[src/rtl/pld_power_pkg.sv]
package pld_power_pkg;

	// ----------------------------------------------------------------
	// Register map (word aligned)
	// ----------------------------------------------------------------
	localparam logic [11:0] OFFSET_CTRL_FIRST = 12'h000;
	localparam logic [11:0] OFFSET_CTRL_SECOND = 12'h004;

	// ----------------------------------------------------------------
	// Field positions
	// ----------------------------------------------------------------
	localparam int BIT_APD_ENABLE = 1;
	localparam int BIT_TURBO_OFF = 3;
	localparam int BIT_ARRAY_CLK_OFF = 4;
	localparam int BIT_MCELL_CLK_OFF = 5;
	localparam int BIT_WR_OFF = 2;
	localparam int BIT_RD_OFF = 3;
	localparam int BIT_PSEN_OFF = 4;
	localparam int BIT_ALE_OFF = 5;

	// Writable bits; the rest read as zero
	localparam logic [7:0] USED_MASK_FIRST = 8'h3A;
	localparam logic [7:0] USED_MASK_SECOND = 8'h3C;

	// ----------------------------------------------------------------
	// Reset values
	// ----------------------------------------------------------------
	localparam logic [7:0] RESET_CTRL_FIRST = 8'h00;
	localparam logic [7:0] RESET_CTRL_SECOND = 8'h00;

	// ----------------------------------------------------------------
	// Timing
	// ----------------------------------------------------------------
	localparam int CLK_PERIOD_NS = 50;
	localparam int STANDBY_QUIET_NS = 70;
	localparam int STANDBY_CYCLES_INT = (STANDBY_QUIET_NS + CLK_PERIOD_NS - 1) / CLK_PERIOD_NS;
	localparam logic [3:0] STANDBY_CYCLES = 4'(STANDBY_CYCLES_INT);
	localparam int APD_COUNT_W = 4;
	localparam logic [3:0] APD_LIMIT = 4'hF;

	// ----------------------------------------------------------------
	// Power-down states
	// ----------------------------------------------------------------
	typedef enum logic [1:0] {
		PS_ACTIVE = 2'b01,
		PS_DOWN = 2'b10
	} pd_state_t;

endpackage

[src/rtl/apd_counter.sv]
`timescale 1ns/100ps
module apd_counter
	import pld_power_pkg::*;
#(
	parameter int CNT_W = APD_COUNT_W,
	parameter logic [CNT_W-1:0] LIMIT = APD_LIMIT
) (
	input wire logic pclk,
	input wire logic presetn,
	input wire logic enable,
	input wire logic tick,
	input wire logic restart,
	output logic [CNT_W-1:0] count,
	output logic done
);

	// ----------------------------------------------------------------
	// Idle counter, saturating at the limit
	// ----------------------------------------------------------------
	always_ff @(posedge pclk or negedge presetn) begin
		if (!presetn) begin
			count <= '0;
		end else if (!enable || restart) begin
			count <= '0;
		end else if (tick && count != LIMIT) begin
			count <= count + 1'b1;
		end
	end

	assign done = enable && (count == LIMIT);

endmodule

[src/rtl/power_reg_apb.sv]
`timescale 1ns/100ps
module power_reg_apb
	import pld_power_pkg::*;
#(
	parameter int ADDR_W = 12
) (
	input wire logic pclk,
	input wire logic presetn,
	input wire logic psel,
	input wire logic penable,
	input wire logic pwrite,
	input wire logic [ADDR_W-1:0] paddr,
	input wire logic [31:0] pwdata,
	output logic [31:0] prdata,
	output logic pready,
	output logic pslverr,
	output logic [7:0] ctrl_first,
	output logic [7:0] ctrl_second
);

	logic hit_first;
	logic hit_second;
	logic access;

	assign hit_first = (paddr == ADDR_W'(OFFSET_CTRL_FIRST));
	assign hit_second = (paddr == ADDR_W'(OFFSET_CTRL_SECOND));
	assign access = psel && penable;
	// Zero wait states; unmapped addresses answer with an error
	assign pready = 1'b1;
	assign pslverr = access && !(hit_first || hit_second);

	// ----------------------------------------------------------------
	// Control registers
	// ----------------------------------------------------------------
	always_ff @(posedge pclk or negedge presetn) begin
		if (!presetn) begin
			ctrl_first <= RESET_CTRL_FIRST;
		end else if (access && pwrite && hit_first) begin
			ctrl_first <= pwdata[7:0] & USED_MASK_FIRST;
		end
	end

	always_ff @(posedge pclk or negedge presetn) begin
		if (!presetn) begin
			ctrl_second <= RESET_CTRL_SECOND;
		end else if (access && pwrite && hit_second) begin
			ctrl_second <= pwdata[7:0] & USED_MASK_SECOND;
		end
	end

	// Read data captured in setup phase, stable through access
	always_ff @(posedge pclk or negedge presetn) begin
		if (!presetn) begin
			prdata <= '0;
		end else if (psel && !penable && !pwrite) begin
			if (hit_first) begin
				prdata <= {24'h000000, ctrl_first};
			end else if (hit_second) begin
				prdata <= {24'h000000, ctrl_second};
			end else begin
				prdata <= '0;
			end
		end
	end

endmodule

[src/rtl/pld_power_gating_control.sv]
// Local design decisions: the register offsets and the APB interface to the registers.
`timescale 1ns/100ps
// Overview of operation
// - Bit 3 of first register selects speed
// - Low-power mode enters standby when inputs quiet
// - Speed bit zero means full power, no standby
// - Bit 1 of first register enables auto power-down
// - Bit 4 gates external clock from array
// - Array clock transitions wake logic when bit zero
// - Bit 5 gates external clock from macrocells
// - External clock feeds array and macrocells separately
// - Second register bits 2-5 gate bus strobes
// - Chip select low enables memories and I/O
// - Chip select high disables memories, logic runs
// - Battery indicator shows main below standby supply, only while battery routed
// - Power-down after fifteen quiet strobe clock periods
// - Leave power-down on ALE strobe edge, select, reset
// - Power-down counter sees ungated external clock
// - Full speed after reset, speed bit zero
module pld_power_gating_control
	import pld_power_pkg::*;
#(
	parameter int ADDR_W = 12
) (
	input wire logic pclk,
	input wire logic presetn,
	input wire logic psel,
	input wire logic penable,
	input wire logic pwrite,
	input wire logic [ADDR_W-1:0] paddr,
	input wire logic [31:0] pwdata,
	output logic [31:0] prdata,
	output logic pready,
	output logic pslverr,
	input wire logic ext_logic_clock,
	input wire logic wr_strobe,
	input wire logic rd_strobe,
	input wire logic psen_strobe,
	input wire logic ale_strobe,
	input wire logic chip_select_n,
	input wire logic device_reset,
	input wire logic main_below_standby,
	input wire logic battery_route,
	output logic array_clock,
	output logic macrocell_clock,
	output logic array_wr,
	output logic array_rd,
	output logic array_psen,
	output logic array_ale,
	output logic power_down_flag,
	output logic memories_enable,
	output logic io_enable,
	output logic logic_full_speed,
	output logic logic_standby,
	output logic battery_on_indicator,
	output logic [APD_COUNT_W-1:0] apd_count
);

	// ----------------------------------------------------------------
	// Helpers
	// ----------------------------------------------------------------
	function automatic logic changed(input logic prev, input logic cur);
		return prev ^ cur;
	endfunction

	function automatic logic rising(input logic prev, input logic cur);
		return !prev && cur;
	endfunction

	logic [7:0] ctrl_first;
	logic [7:0] ctrl_second;
	logic turbo_off;
	logic apd_enable;
	logic ext_clk_q;
	logic ale_q;
	logic ale_edge;
	logic ext_rise;
	logic apd_done;
	logic wake;
	logic [4:0] array_in;
	logic [4:0] array_in_q;
	logic array_activity;
	logic [3:0] idle_cnt;
	pd_state_t pd_state;
	pd_state_t next_pd_state;

	// ----------------------------------------------------------------
	// Register file
	// ----------------------------------------------------------------
	power_reg_apb #(
		.ADDR_W(ADDR_W)
	) power_reg_apb_i (
		.pclk(pclk),
		.presetn(presetn),
		.psel(psel),
		.penable(penable),
		.pwrite(pwrite),
		.paddr(paddr),
		.pwdata(pwdata),
		.prdata(prdata),
		.pready(pready),
		.pslverr(pslverr),
		.ctrl_first(ctrl_first),
		.ctrl_second(ctrl_second)
	);

	assign turbo_off = ctrl_first[BIT_TURBO_OFF];
	assign apd_enable = ctrl_first[BIT_APD_ENABLE];

	// ----------------------------------------------------------------
	// Input gating toward array and macrocells
	// ----------------------------------------------------------------
	// Separate gates so the macrocells can keep the clock alone
	always_ff @(posedge pclk or negedge presetn) begin
		if (!presetn) begin
			array_clock <= 1'b0;
			macrocell_clock <= 1'b0;
		end else begin
			array_clock <= ext_logic_clock && !ctrl_first[BIT_ARRAY_CLK_OFF];
			macrocell_clock <= ext_logic_clock && !ctrl_first[BIT_MCELL_CLK_OFF];
		end
	end

	always_ff @(posedge pclk or negedge presetn) begin
		if (!presetn) begin
			array_wr <= 1'b0;
			array_rd <= 1'b0;
			array_psen <= 1'b0;
			array_ale <= 1'b0;
		end else begin
			array_wr <= wr_strobe && !ctrl_second[BIT_WR_OFF];
			array_rd <= rd_strobe && !ctrl_second[BIT_RD_OFF];
			array_psen <= psen_strobe && !ctrl_second[BIT_PSEN_OFF];
			array_ale <= ale_strobe && !ctrl_second[BIT_ALE_OFF];
		end
	end

	// ----------------------------------------------------------------
	// Logic standby in low-power mode
	// ----------------------------------------------------------------
	// Only ungated inputs count; a blocked strobe cannot keep it awake
	assign array_in = {
		ext_logic_clock && !ctrl_first[BIT_ARRAY_CLK_OFF],
		wr_strobe && !ctrl_second[BIT_WR_OFF],
		rd_strobe && !ctrl_second[BIT_RD_OFF],
		psen_strobe && !ctrl_second[BIT_PSEN_OFF],
		ale_strobe && !ctrl_second[BIT_ALE_OFF]
	};

	always_comb begin
		array_activity = 1'b0;
		for (int i = 0; i < 5; i++) begin
			array_activity = array_activity || changed(array_in_q[i], array_in[i]);
		end
	end

	always_ff @(posedge pclk or negedge presetn) begin
		if (!presetn) begin
			array_in_q <= '0;
		end else begin
			array_in_q <= array_in;
		end
	end

	always_ff @(posedge pclk or negedge presetn) begin
		if (!presetn) begin
			idle_cnt <= '0;
		end else if (array_activity) begin
			idle_cnt <= '0;
		end else if (idle_cnt != STANDBY_CYCLES) begin
			idle_cnt <= idle_cnt + 4'h1;
		end
	end

	always_ff @(posedge pclk or negedge presetn) begin
		if (!presetn) begin
			logic_standby <= 1'b0;
			logic_full_speed <= 1'b1;
		end else begin
			// Any passing edge powers the logic back up
			logic_standby <= turbo_off && !array_activity
				&& (idle_cnt == STANDBY_CYCLES);
			logic_full_speed <= !turbo_off;
		end
	end

	// ----------------------------------------------------------------
	// Automatic power-down
	// ----------------------------------------------------------------
	always_ff @(posedge pclk or negedge presetn) begin
		if (!presetn) begin
			ext_clk_q <= 1'b0;
			ale_q <= 1'b0;
		end else begin
			ext_clk_q <= ext_logic_clock;
			ale_q <= ale_strobe;
		end
	end

	assign ale_edge = changed(ale_q, ale_strobe);
	// Raw clock, so gating it from the logic never stalls the count
	assign ext_rise = rising(ext_clk_q, ext_logic_clock);

	apd_counter #(
		.CNT_W(APD_COUNT_W),
		.LIMIT(APD_LIMIT)
	) apd_counter_i (
		.pclk(pclk),
		.presetn(presetn),
		.enable(apd_enable),
		.tick(ext_rise),
		.restart(ale_edge),
		.count(apd_count),
		.done(apd_done)
	);

	assign wake = ale_edge || !chip_select_n || device_reset;

	always_comb begin
		next_pd_state = pd_state;
		unique case (pd_state)
			PS_ACTIVE: begin
				if (apd_enable && apd_done && !wake) begin
					next_pd_state = PS_DOWN;
				end
			end
			PS_DOWN: begin
				if (wake || !apd_enable) begin
					next_pd_state = PS_ACTIVE;
				end
			end
			default: begin
				next_pd_state = PS_ACTIVE;
			end
		endcase
	end

	always_ff @(posedge pclk or negedge presetn) begin
		if (!presetn) begin
			pd_state <= PS_ACTIVE;
			power_down_flag <= 1'b0;
		end else begin
			pd_state <= next_pd_state;
			power_down_flag <= (next_pd_state == PS_DOWN);
		end
	end

	// ----------------------------------------------------------------
	// Memory select and battery indicator
	// ----------------------------------------------------------------
	// Select has no effect on logic standby or gating; it enables accesses and wakes from power-down
	always_ff @(posedge pclk or negedge presetn) begin
		if (!presetn) begin
			memories_enable <= 1'b0;
			io_enable <= 1'b0;
			battery_on_indicator <= 1'b0;
		end else begin
			memories_enable <= !chip_select_n && (next_pd_state != PS_DOWN);
			io_enable <= !chip_select_n && (next_pd_state != PS_DOWN);
			battery_on_indicator <= battery_route && main_below_standby;
		end
	end

	// ----------------------------------------------------------------
	// Assertions
	// ----------------------------------------------------------------
	standby_entry_a: assert property (@(posedge pclk) disable iff (!presetn)
		(turbo_off && !array_activity) [*3] |=> logic_standby)
		else $error("standby not entered after quiet inputs");

	full_speed_a: assert property (@(posedge pclk) disable iff (!presetn)
		!turbo_off |=> !logic_standby && logic_full_speed)
		else $error("standby or low power while full speed selected");

	wake_up_a: assert property (@(posedge pclk) disable iff (!presetn)
		array_activity |=> !logic_standby)
		else $error("logic stayed in standby after input change");

	array_clk_gate_a: assert property (@(posedge pclk) disable iff (!presetn)
		ctrl_first[BIT_ARRAY_CLK_OFF] && $stable(ctrl_first) |-> !array_clock)
		else $error("array clock passed while gated");

	mcell_clk_gate_a: assert property (@(posedge pclk) disable iff (!presetn)
		!ctrl_first[BIT_MCELL_CLK_OFF] && $stable(ctrl_first)
		|-> macrocell_clock == $past(ext_logic_clock))
		else $error("macrocell clock not following input");

	strobe_gate_a: assert property (@(posedge pclk) disable iff (!presetn)
		$past(ctrl_second[BIT_WR_OFF]) |-> !array_wr && (array_ale == $past(ale_strobe
		&& !ctrl_second[BIT_ALE_OFF])))
		else $error("strobe gating wrong");

	pd_entry_a: assert property (@(posedge pclk) disable iff (!presetn)
		$rose(power_down_flag) |-> $past(apd_enable) && $past(apd_count) == APD_LIMIT)
		else $error("power-down raised before fifteen periods");

	pd_exit_a: assert property (@(posedge pclk) disable iff (!presetn)
		power_down_flag && wake |=> !power_down_flag)
		else $error("power-down not left on wake");

	apd_off_a: assert property (@(posedge pclk) disable iff (!presetn)
		!apd_enable |=> !power_down_flag)
		else $error("power-down while disabled");

	apd_count_a: assert property (@(posedge pclk) disable iff (!presetn)
		apd_enable && ext_rise && !ale_edge && apd_count != APD_LIMIT
		&& ctrl_first[BIT_APD_ENABLE] |=> apd_count == $past(apd_count) + 4'h1)
		else $error("power-down counter missed a clock period");

	mem_select_a: assert property (@(posedge pclk) disable iff (!presetn)
		chip_select_n |=> !memories_enable)
		else $error("memories enabled while deselected");

	standby_cov_c: cover property (@(posedge pclk) disable iff (!presetn)
		$rose(logic_standby));

	pd_enter_cov_c: cover property (@(posedge pclk) disable iff (!presetn)
		$rose(power_down_flag));

	pd_cs_exit_cov_c: cover property (@(posedge pclk) disable iff (!presetn)
		power_down_flag && !chip_select_n ##1 !power_down_flag);

	reg_write_cov_c: cover property (@(posedge pclk) disable iff (!presetn)
		psel && penable && pwrite && !pslverr);

endmodule

[config.mk]
export PLATFORM = sky130hd
export DESIGN_NAME = pld_power_gating_control
export DESIGN_NICKNAME = d
export VERILOG_FILES = /design/src/rtl/pld_power_pkg.sv /design/src/rtl/apd_counter.sv /design/src/rtl/power_reg_apb.sv /design/src/rtl/pld_power_gating_control.sv
export SDC_FILE = /design/constraint.sdc
export NUM_CORES = 1
export LEC_CHECK = 0
export ABC_AREA = 1
export ABC_CLOCK_PERIOD_IN_PS = 1600
export BUFFER_PORTS_ARGS = -buffer_cell sky130_fd_sc_hd__buf_2
export CORE_ASPECT_RATIO = 1.75
export CORE_MARGIN = 5
export CORE_UTILIZATION = 42
export DETAILED_ROUTE_END_ITERATION = 12
export MAX_ROUTING_LAYER = met4
export PLACE_DENSITY = 0.77
export RECOVER_POWER = 50
export SYNTH_ARGS = -nofsm -noshare
export SYNTH_HDL_FRONTEND = slang
export SYNTH_HIERARCHICAL = 1
export SYNTH_SLANG_ARGS = --single-unit
[constraint.sdc]
create_clock -name pclk -period 1.6 [get_ports pclk]
set_clock_uncertainty 0.1 [all_clocks]
set_input_delay 0.32 -clock pclk [delete_from_list [all_inputs] [get_ports pclk]]
set_output_delay 0.32 -clock pclk [all_outputs]
set_load 0.03 [all_outputs]
==> results of run 1 <==
## worst max-delay path: cells and delay by family (launching register included)
family,cells,cell delay (ns)
adder cells (fa/ha/maj),1,0.17
buffers and inverters,1,0.06
AND/OR/NAND/NOR,7,0.55
AO/OA/AOI/OAI,1,0.15
flip-flops,1,0.42
## what timing repair did
item / in CTS / in global routing
hold buffers: 1 / 0
setup buffers: 0 / 3
hold endpoints to repair: 15 / 0
resized for setup: 0 / 6
endpoints found under the setup margin: 0 / 2
## layer usage
metal,global-route usage [%],routed length [µm],vias up
met3,2.81,325,6
met1,12.9,1350,751
met5,-,0,-
li1,-,-,825
met2,25.3,2380,69
met4,5.94,89,0
## flip-flops by register name (all words and copies together) (netlist names)
| name | cells |
|---|---|
| array_clock | 1 |
| pd_state | 2 |
| power_reg_apb_i/prdata | 5 |
| ale_q | 1 |
| logic_full_speed | 1 |
| apd_counter_i/count | 4 |
| battery_on_indicator | 1 |
| idle_cnt | 4 |
| ext_clk_q | 1 |
| macrocell_clock | 1 |
| logic_standby | 1 |
| power_reg_apb_i/ctrl_second | 4 |
| memories_enable | 1 |
| power_reg_apb_i/ctrl_first | 4 |
| array_in_q | 4 |
| power_down_flag | 1 |
## cell usage in the layout (no fill, tap or decap), types with 2 or more instances in the layout
cell type	instances
sky130_fd_sc_hd__a21oi_1	2
sky130_fd_sc_hd__buf_2	50
sky130_fd_sc_hd__buf_4	7
sky130_fd_sc_hd__clkbuf_1	3
sky130_fd_sc_hd__clkbuf_2	2
sky130_fd_sc_hd__clkbuf_8	6
sky130_fd_sc_hd__conb_1	28
sky130_fd_sc_hd__dfrtp_1	32
sky130_fd_sc_hd__dfrtp_2	2
sky130_fd_sc_hd__dfstp_2	2
sky130_fd_sc_hd__ha_1	4
sky130_fd_sc_hd__inv_1	37
sky130_fd_sc_hd__inv_2	3
sky130_fd_sc_hd__nand2_1	50
sky130_fd_sc_hd__nand2_2	5
sky130_fd_sc_hd__nand2_4	2
sky130_fd_sc_hd__nand3_1	12
sky130_fd_sc_hd__nand3_2	2
sky130_fd_sc_hd__nand3_4	2
sky130_fd_sc_hd__nand4_1	9
sky130_fd_sc_hd__nor2_1	9
sky130_fd_sc_hd__nor2_2	4
sky130_fd_sc_hd__nor2_4	9
sky130_fd_sc_hd__nor3_2	2
sky130_fd_sc_hd__o21ai_1	8
sky130_fd_sc_hd__xnor2_1	3
sky130_fd_sc_hd__xor2_1	4
## per-stage QoR
step                cells  hold slack [ns]
finish                362           0.0886
detailed placement    350            0.177
floorplan             268          -0.0756
global route          362           0.0868
global placement      350            0.172
CTS                   359           0.0676
## worst min-delay path by stage
stage / end / from / slack (ns)
2_1_floorplan: ale_q / presetn / -0.08
3_3_place_gp: array_in_q[1] / presetn / 0.17
3_5_place_dp: logic_standby / presetn / 0.18
4_1_cts: ext_clk_q / ext_logic_clock / 0.07
5_1_grt: ale_q / ale_strobe / 0.09
6_report: ext_clk_q / ext_logic_clock / 0.09
## layout make-up
cell class	count	area (µm²)	area share (%)
repair buffers	61	327	13.2
clock buffers	8	90.1	3.65
well taps	54	67.6	2.73
inverters	41	155	6.28
flip-flops and latches	36	906	36.7
multi-input cells	162	926	37.5
## where the power goes
group | switching (W) | internal [W] | total, W
Clock | 0.000302 | 0.000351 | 0.000653
Sequential | 0.00000745 | 0.000924 | 0.000932
Combinational | 0.000211 | 0.0000657 | 0.000277
Total | 0.000520 | 0.00134 | 0.00186
==> results.md, run 1 <==
- First-pass GRT wire length: approximately 7100 µm
- Clk Latency, worst-skew pair: roughly 0.28 ns
- Utilization after layout: between 50% and 60%
- CTS tree: yes
- Cell area after layout: 0.00247 mm²
- Sum of negative setup slack: 0 ns
- Overall die area: 0.00663 mm²
- Die span in x: 63.7 µm
- RR Endpoint: memories_enable
- Achievable clock frequency: 0.642 GHz
- Cell area after technology mapping: 0.00212 mm²
- Antenna cells: 0
- Number of search-and-repair iterations in the first detailed-routing pass: 4
- Overall global routing resource usage: between 10% and 20%
- Run status: completed
- Clock root buffer: sky130_fd_sc_hd__clkbuf_8
- Worst setup path category: reg -> reg
- NumNets Final: 370
- Clock transition time at the flip-flop clock pins of the worst setup and hold paths: roughly 0.070 ns
- Pre-CTS setup slack: about 0.048 ns
- Total wire length: 4150 µm
- Initial core utilization: between 40% and 50%
- Start of the worst register-to-register path: apd_counter_i/count[1]
- Fraction of layout cells with a size suffix above 1: between 30 and 40%
- Pin count of the biggest net entering global routing: 21
- Number of placement rows: 34
- Post-DR wirelength/cell: around 11 µm
- Hold Vio Cnt, Final: 0
- Lkg Pwr: about 1.4 nW
- Clk sink count: 36
- Max-cap viol count: 0
- Share of the cycle needed by the critical path after routing: a little over nine tenths
- Sum of internal, switching and leakage power: roughly 0.0019 W
- Max IR drop VDD: about 0.00059 V
- Crit path cell chain: ha_4, nand3_4, nor2_2, nand2_1, inv_2, nand3_2, a21oi_2, nand2_2, nor2_4, nor2_2
- Global route overflow: 0
- Worst Setup End Kind: flip-flop
- Maximum level of the CTS H-tree: 2
- Critical path peak fanout: 5
- Worst Setup Slack, final: about 0.042 ns
- Number of cells produced by synthesis: ~240
- CP startpoint kind: flip-flop
- Area Growth Syn to Fin: 16.5%
- Warnings, synthesis: 6
- Clock buffers created by TritonCTS: 5
- Number of setup violations in the final report: 0
- CORE AREA: 0.00493 mm²
- Antenna-violating nets left: 0
- Source of the critical timing path: apd_counter_i/count[1]
- Reg2reg setup slack: around 0.042 ns
- Fillers: 483
- Number of buffers between clock root and the deepest sink: 2
- DP Wirelength: 3410 µm
- Syn avg cell area: 8.76 µm²
- Via/cell ratio: between 4 and 5
- Reg2Reg Depth: 10
- Hold WC Path Type: in -> reg
- Count of buffers from port buffering: 52
- Most frequent cell on the critical path: sky130_fd_sc_hd__nor2_2
- Worst path required time: around 1.7 ns
- Maximum cell stage delay along the critical path: 0.42 ns
- Data arrival time of the critical path: between 1.5 and 2 ns
- Power density over cell area: roughly 750 mW/mm²
- CP Capture Point: memories_enable
- Max Transition Viols Final: 0
- Shortest clock period the worst path allows after layout: ~1.6 ns
- Slowest cell on the critical path: sky130_fd_sc_hd__dfrtp_2
- I/O Pins: 108
- Detailed router's first-iteration violation count: 38
- Via count of the first global-routing pass: 1635
- Overall via count from detail_route: approximately 1.7k
- Gp weighted congestion: between 0.7 and 0.8
- Initial antenna violation count: 0
- Vertical die dimension: about 100 µm
- Drc violations: 0
- Setup repair after global routing missed its margin: yes
- Number of cells traversed by the worst hold path: 1
- Total placed instance area: approximately 0.0024 mm²
(Power assumes the default switching activity.)
==> inputs of run 2 (changes only) <==
ABC_CLOCK_PERIOD_IN_PS = 1500   (was 1600)
CORE_UTILIZATION = 46   (was 42)
PLACE_DENSITY = 0.8   (was 0.77)
clock period = 1.5 ns   (was 1.6 ns; I/O delays follow)
==> results.md, run 2 (same netlist as run 1, synthesis figures left out) <==
- Initial core utilization: 47.7% (+4.7 points)
- Post-DR wirelength/cell: 11.6 µm (+0.82%)
- Total placed instance area: 0.00241 mm² (+0.68%)
- Max IR drop VDD: 0.000501 V (-15%)
- Initial antenna violation count: 0 (unchanged)
- Die span in x: 61.3 µm (-3.8%)
- Clock root buffer: sky130_fd_sc_hd__clkbuf_8
- Number of setup violations in the final report: 0 (unchanged)
- Gp weighted congestion: 0.788 (+5.4%)
- Crit path cell chain: inv_1, ha_1, a21oi_2, nand2_2, nor2_4, nor2_1
- Global route overflow: 0 (unchanged)
- Maximum level of the CTS H-tree: 2 (unchanged)
- Vertical die dimension: 99.8 µm (-4.0%)
- Clock buffers created by TritonCTS: 5 (unchanged)
- Final cell count without fillers: 360 (-0.55%)
- Fraction of layout cells with a size suffix above 1: 32.4% (-0.75 points)
- I/O Pins: 108 (unchanged)
- Via/cell ratio: 4.61 (+1.0%)
- CP startpoint kind: flip-flop
- Worst path required time: 1.59 ns (-0.09 ns)
- Critical path peak fanout: 3 (-2)
- Max-cap viol count: 0 (unchanged)
- Overall via count from detail_route: 1659 (+0.48%)
- Worst setup path category: reg -> reg
- Achievable clock frequency: 0.675 GHz (+5.2%)
- Total instance count after detailed placement: 349 (-0.29%)
- Hold Vio Cnt, Final: 0 (unchanged)
- Fillers: 431 (-11%)
- Count of buffers from port buffering: 52 (unchanged)
- Commonest non-fill, non-tap cells in the layout: sky130_fd_sc_hd__nand2_1 (50), sky130_fd_sc_hd__buf_2 (49), sky130_fd_sc_hd__inv_1 (37)
- Pre-CTS setup slack: 0.00315 ns (-0.0452 ns)
- Final-layout worst hold slack: 0.0587 ns (-0.0299 ns)
- CTS tree: yes
- Register containing the most flip-flops in the final layout: power_reg_apb_i/prdata
- Clock transition time at the flip-flop clock pins of the worst setup and hold paths: 0.07 ns (about the same)
- Run status: completed
- Reg2Reg Depth: 6 (-4)
- Shortest clock period the worst path allows after layout: 1.48 ns (-0.0769 ns)
- Number of cells traversed by the worst hold path: 1 (unchanged)
- DP Wirelength: 3390 µm (-0.73%)
- Share of the cycle needed by the critical path after routing: 98.7% (+1.4 points)
- Number of search-and-repair iterations in the first detailed-routing pass: 4 (unchanged)
- NumNets Final: 371 (+0.27%)
- Area Growth Syn to Fin: 15.8%
- Max FFs per register: 5 (unchanged)
- Data arrival time of the critical path: 1.57 ns (-0.07 ns)
- Maximum cell stage delay along the critical path: 0.55 ns (+0.13 ns)
- Clk sink count: 36 (unchanged)
- Sum of internal, switching and leakage power: 0.00195 W (+4.8%)
- Overall global routing resource usage: 15.4% (+1.8 points)
- Cell area after layout: 0.00246 mm² (-0.61%)
- Number of buffers between clock root and the deepest sink: 2 (unchanged)
- Total wire length: 4160 µm (+0.27%)
- Antenna-violating nets left: 0 (unchanged)
- First-pass GRT wire length: 6900 µm (-2.9%)
- Worst Setup End Kind: flip-flop
- Number of placement rows: 32 (-5.9%)
- Pin count of the biggest net entering global routing: 20 (-4.8%)
- Antenna cells: 0 (unchanged)
- Overall die area: 0.00612 mm² (-7.6%)
- Clk Latency, worst-skew pair: 0.29 ns (about the same)
- Setup repair after global routing missed its margin: yes
- Drc violations: 0 (unchanged)
- Hold WC Path Type: in -> reg
- Lkg Pwr: 1.38 nW (about the same)
- Leading cell type in the layout, fill and taps excluded: sky130_fd_sc_hd__nand2_1
- Power density over cell area: 794 mW/mm² (+5.4%)
- Slowest cell on the critical path: sky130_fd_sc_hd__dfstp_2
- Detailed router's first-iteration violation count: 60 (+58%)
- Worst Setup Slack, final: 0.0192 ns (-0.0231 ns)
- Via count of the first global-routing pass: 1677 (+2.6%)
- Max Transition Viols Final: 0 (unchanged)
- CORE AREA: 0.00444 mm² (-9.9%)
## run 2: through the flow
step                      utilization (%)  TNS, ns
after floorplan                         -  -0.0789
after global placement               54.2        0
after detailed placement             54.2        0
after CTS                            56.4        0
after global routing                 55.3   -0.158
final                                55.3        0
## run 2: final cells by class
| class | instances | area, µm² | share of cell area, % |
|---|---|---|---|
| Inverter | 41 | 155 | 6.32 |
| Multi-Input combinational cell | 162 | 917 | 37.3 |
| Sequential cell | 36 | 906 | 36.9 |
| Clock buffer | 7 | 76.3 | 3.11 |
| Clock inverter | 1 | 5.00 | 0.204 |
| Timing Repair Buffer | 62 | 333 | 13.6 |
| Tap cell | 51 | 63.8 | 2.60 |
## run 2: power by group
group	total (W)	internal, W	switching (W)
Clock	0.000660	0.000326	0.000335
Combinational	0.000295	0.0000708	0.000225
Sequential	0.000994	0.000986	0.00000825
Total	0.00195	0.00138	0.000568
## run 2: critical path: cells and delay by family (launching register included)
kind / cells / cell delay (ns)
buf+inv: 1 / 0.05
simple gates: 3 / 0.24
flops: 1 / 0.55
compound gates: 1 / 0.12
fa+ha+maj: 1 / 0.32
## run 2: timing repair
action / 4_1_cts / 5_1_grt
resized for setup: 0 / 6
pin swaps: 4 / 5
endpoints found under the hold margin: 16 / 0
buffers inserted: 1 / 1
endpoints found under the setup margin: 1 / 3
hold buffers: 1 / 0
## run 2: layer usage
metal	up-vias	track usage (%)	share of wire [%]
met4	0	8.01	3.1
met2	59	27.9	57
li1	819	-	-
met5	-	-	0
met1	769	14.7	33
met3	12	2.57	7.0
## run 2: path summary, 6_finish.rpt
kind | slack (ns) | end | from
setup / recovery | 0.02 | memories_enable | pd_state[0]
min in group asynchronous | 0.40 | array_in_q[2] | presetn
hold reg to reg | 0.38 | power_reg_apb_i/prdata[1] | power_reg_apb_i/prdata[1]
hold / removal | 0.06 | ext_clk_q | ext_logic_clock
max in group asynchronous | 0.16 | logic_full_speed | presetn
setup reg to reg | 0.02 | memories_enable | pd_state[0]
==> inputs of run 3 (changes only) <==
REMOVE_ABC_BUFFERS = 1   (was not set)
==> results.md, run 3 (same netlist as run 1, synthesis figures left out) <==
- Run status: finished, violations left
- Violated checks: setup timing
- Pin count of the biggest net entering global routing: 21 (+5.0%)
- Number of placement rows: 32 (unchanged)
- Drc violations: 0 (unchanged)
- Final-layout worst hold slack: 0.0608 ns (+0.00211 ns)
- Setup repair after global routing missed its margin: yes
- Antenna-violating nets left: 0 (unchanged)
- Worst Setup Slack, final: -0.0202 ns (-0.0394 ns)
- Via count of the first global-routing pass: 1706 (+1.7%)
- Share of the cycle needed by the critical path after routing: 101% (+2.6 points)
- Worst path required time: 1.58 ns (about the same)
- Register containing the most flip-flops in the final layout: power_reg_apb_i/prdata
- Clock root buffer: sky130_fd_sc_hd__clkbuf_8
- Hold Vio Cnt, Final: 0 (unchanged)
- Clk Latency, worst-skew pair: 0.28 ns (about the same)
- Leading cell type in the layout, fill and taps excluded: sky130_fd_sc_hd__buf_2
- Total wire length: 4210 µm (+1.3%)
- Overall die area: 0.00612 mm² (unchanged)
- Gp weighted congestion: 0.770 (-2.3%)
- Slowest cell on the critical path: sky130_fd_sc_hd__dfrtp_1
- Clock buffers created by TritonCTS: 5 (unchanged)
- Area Growth Syn to Fin: 16.5%
- Fraction of layout cells with a size suffix above 1: 32.9% (+0.54 points)
- Critical path peak fanout: 2 (-1)
- Initial core utilization: 47.7% (unchanged)
- Hold WC Path Type: in -> reg
- Number of search-and-repair iterations in the first detailed-routing pass: 4 (unchanged)
- Most frequent cell on the critical path: sky130_fd_sc_hd__nand3_2
- Vertical die dimension: 99.8 µm (unchanged)
- Number of setup violations in the final report: 1 (+1)
- I/O Pins: 108 (unchanged)
- Clock transition time at the flip-flop clock pins of the worst setup and hold paths: 0.08 ns (about the same)
- Overall via count from detail_route: 1664 (+0.30%)
- Maximum cell stage delay along the critical path: 0.35 ns (-0.20 ns)
- First-pass GRT wire length: 7120 µm (+3.2%)
- Die span in x: 61.3 µm (unchanged)
- CTS tree: yes
- Detailed router's first-iteration violation count: 54 (-10%)
- Power density over cell area: 864 mW/mm² (+8.8%)
- Max FFs per register: 5 (unchanged)
- Lkg Pwr: 1.41 nW (+2.3%)
- Crit path cell chain: ha_2, nand3_2, nor2_1, nand2_1, inv_2, nand3_2, a21oi_2, nand2_2, nor2_4, nor2_2
- Pre-CTS setup slack: -0.0364 ns (-0.0396 ns)
- Post-DR wirelength/cell: 11.7 µm (+0.97%)
- Kind of cell adding the most delay to the critical path: simple AND/OR/NAND/NOR gates
- Shortest clock period the worst path allows after layout: 1.52 ns (+0.0394 ns)
- Max IR drop VDD: 0.000557 V (+11%)
- NumNets Final: 372 (+0.27%)
- Maximum level of the CTS H-tree: 2 (unchanged)
- Antenna cells: 0 (unchanged)
- Max Transition Viols Final: 0 (unchanged)
- Number of buffers between clock root and the deepest sink: 2 (unchanged)
- Number of buffers and inverters on the critical path: 1 (unchanged)
- Worst setup path category: reg -> reg
- Worst Setup End Kind: flip-flop
- CORE AREA: 0.00444 mm² (unchanged)
- Sum of negative setup slack: -0.0202 ns (-0.0202 ns)
- Fillers: 425 (-1.4%)
- Count of buffers from port buffering: 52 (unchanged)
- Data arrival time of the critical path: 1.60 ns (+0.03 ns)
- Initial antenna violation count: 0 (unchanged)
- Via/cell ratio: 4.61 (about the same)
- Clk sink count: 36 (unchanged)
- Global route overflow: 0 (unchanged)
- Max-cap viol count: 0 (unchanged)
- Achievable clock frequency: 0.658 GHz (-2.6%)
- CP startpoint kind: flip-flop
- Overall global routing resource usage: 15.6% (+0.20 points)
- DP Wirelength: 3490 µm (+3.1%)
- Commonest non-fill, non-tap cells in the layout: sky130_fd_sc_hd__buf_2 (50), sky130_fd_sc_hd__nand2_1 (49), sky130_fd_sc_hd__inv_1 (37)
-- run 3: changes by cell type in the layout (fill, tap and decap cells not counted), moves of 2 or more --
cell / before / now
sky130_fd_sc_hd__dfrtp_1: 32 / 34
sky130_fd_sc_hd__buf_4: 7 / 9
sky130_fd_sc_hd__dfrtp_2: 2 / 0
sky130_fd_sc_hd__clkbuf_1: 4 / 1
-- run 3: layout make-up --
class                   count  area (µm²)  area share (%)
well taps                  51        63.8            2.58
clock buffers               5        68.8            2.78
repair buffers             63         344            13.9
clock inverters             3        42.5            1.72
multi-input cells         162         893            36.2
flip-flops and latches     36         903            36.6
inverters                  41         155            6.28
-- run 3: report_power, final --
part           switching [W]  internal [W]  leakage [nW]  total, W
clock network       0.000352      0.000492        0.0541  0.000844
logic               0.000226     0.0000710         0.879  0.000297
registers         0.00000809      0.000985         0.474  0.000993
-- run 3: timing repair --
item,4_1_cts,5_1_grt
resized for setup,3,2
endpoints found under the setup margin,1,2
pin swaps,1,8
hold buffers,1,0
setup buffers,1,1
endpoints found under the hold margin,15,0
-- run 3: worst paths after layout --
check                                              start              end  slack [ns]  cells after the start
setup / recovery                  apd_counter_i/count[1]  memories_enable       -0.02                     10
hold / removal                           ext_logic_clock        ext_clk_q        0.06                      1
setup reg to reg                  apd_counter_i/count[1]  memories_enable       -0.02                     10
hold reg to reg            power_reg_apb_i/ctrl_first[5]  macrocell_clock        0.38                      1
max in group asynchronous                        presetn      pd_state[0]        0.18                      3
min in group asynchronous                        presetn      idle_cnt[0]        0.38                      2
-- run 3: stage by stage --
step	power (W)	utilization, %	instances	area (µm²)
2_1_floorplan	0.00122	-	239	2000
3_3_place_gp	0.00131	53.9	350	2400
3_5_place_dp	0.00132	53.9	350	2400
4_1_cts	0.00216	57.0	360	2530
5_1_grt	0.00224	55.6	361	2470
6_report	0.00213	55.6	361	2470
-- run 3: layer usage --
layer	vias up	share of wire (%)	GRT usage, %
met1	785	32	14.4
met5	-	0	-
met4	0	1.4	6.18
met2	56	60	30.0
li1	819	-	-
met3	4	6.5	2.06
-- run 3: worst reg2reg max path: cells and delay by family, from the launching register on --
family / cells / cell delay, ns
and+or+nand+nor: 7 / 0.56
DFF: 1 / 0.35
adders and majority gates: 1 / 0.19
AOI/OAI and AO/OA: 1 / 0.15
buffers and inverters: 1 / 0.06
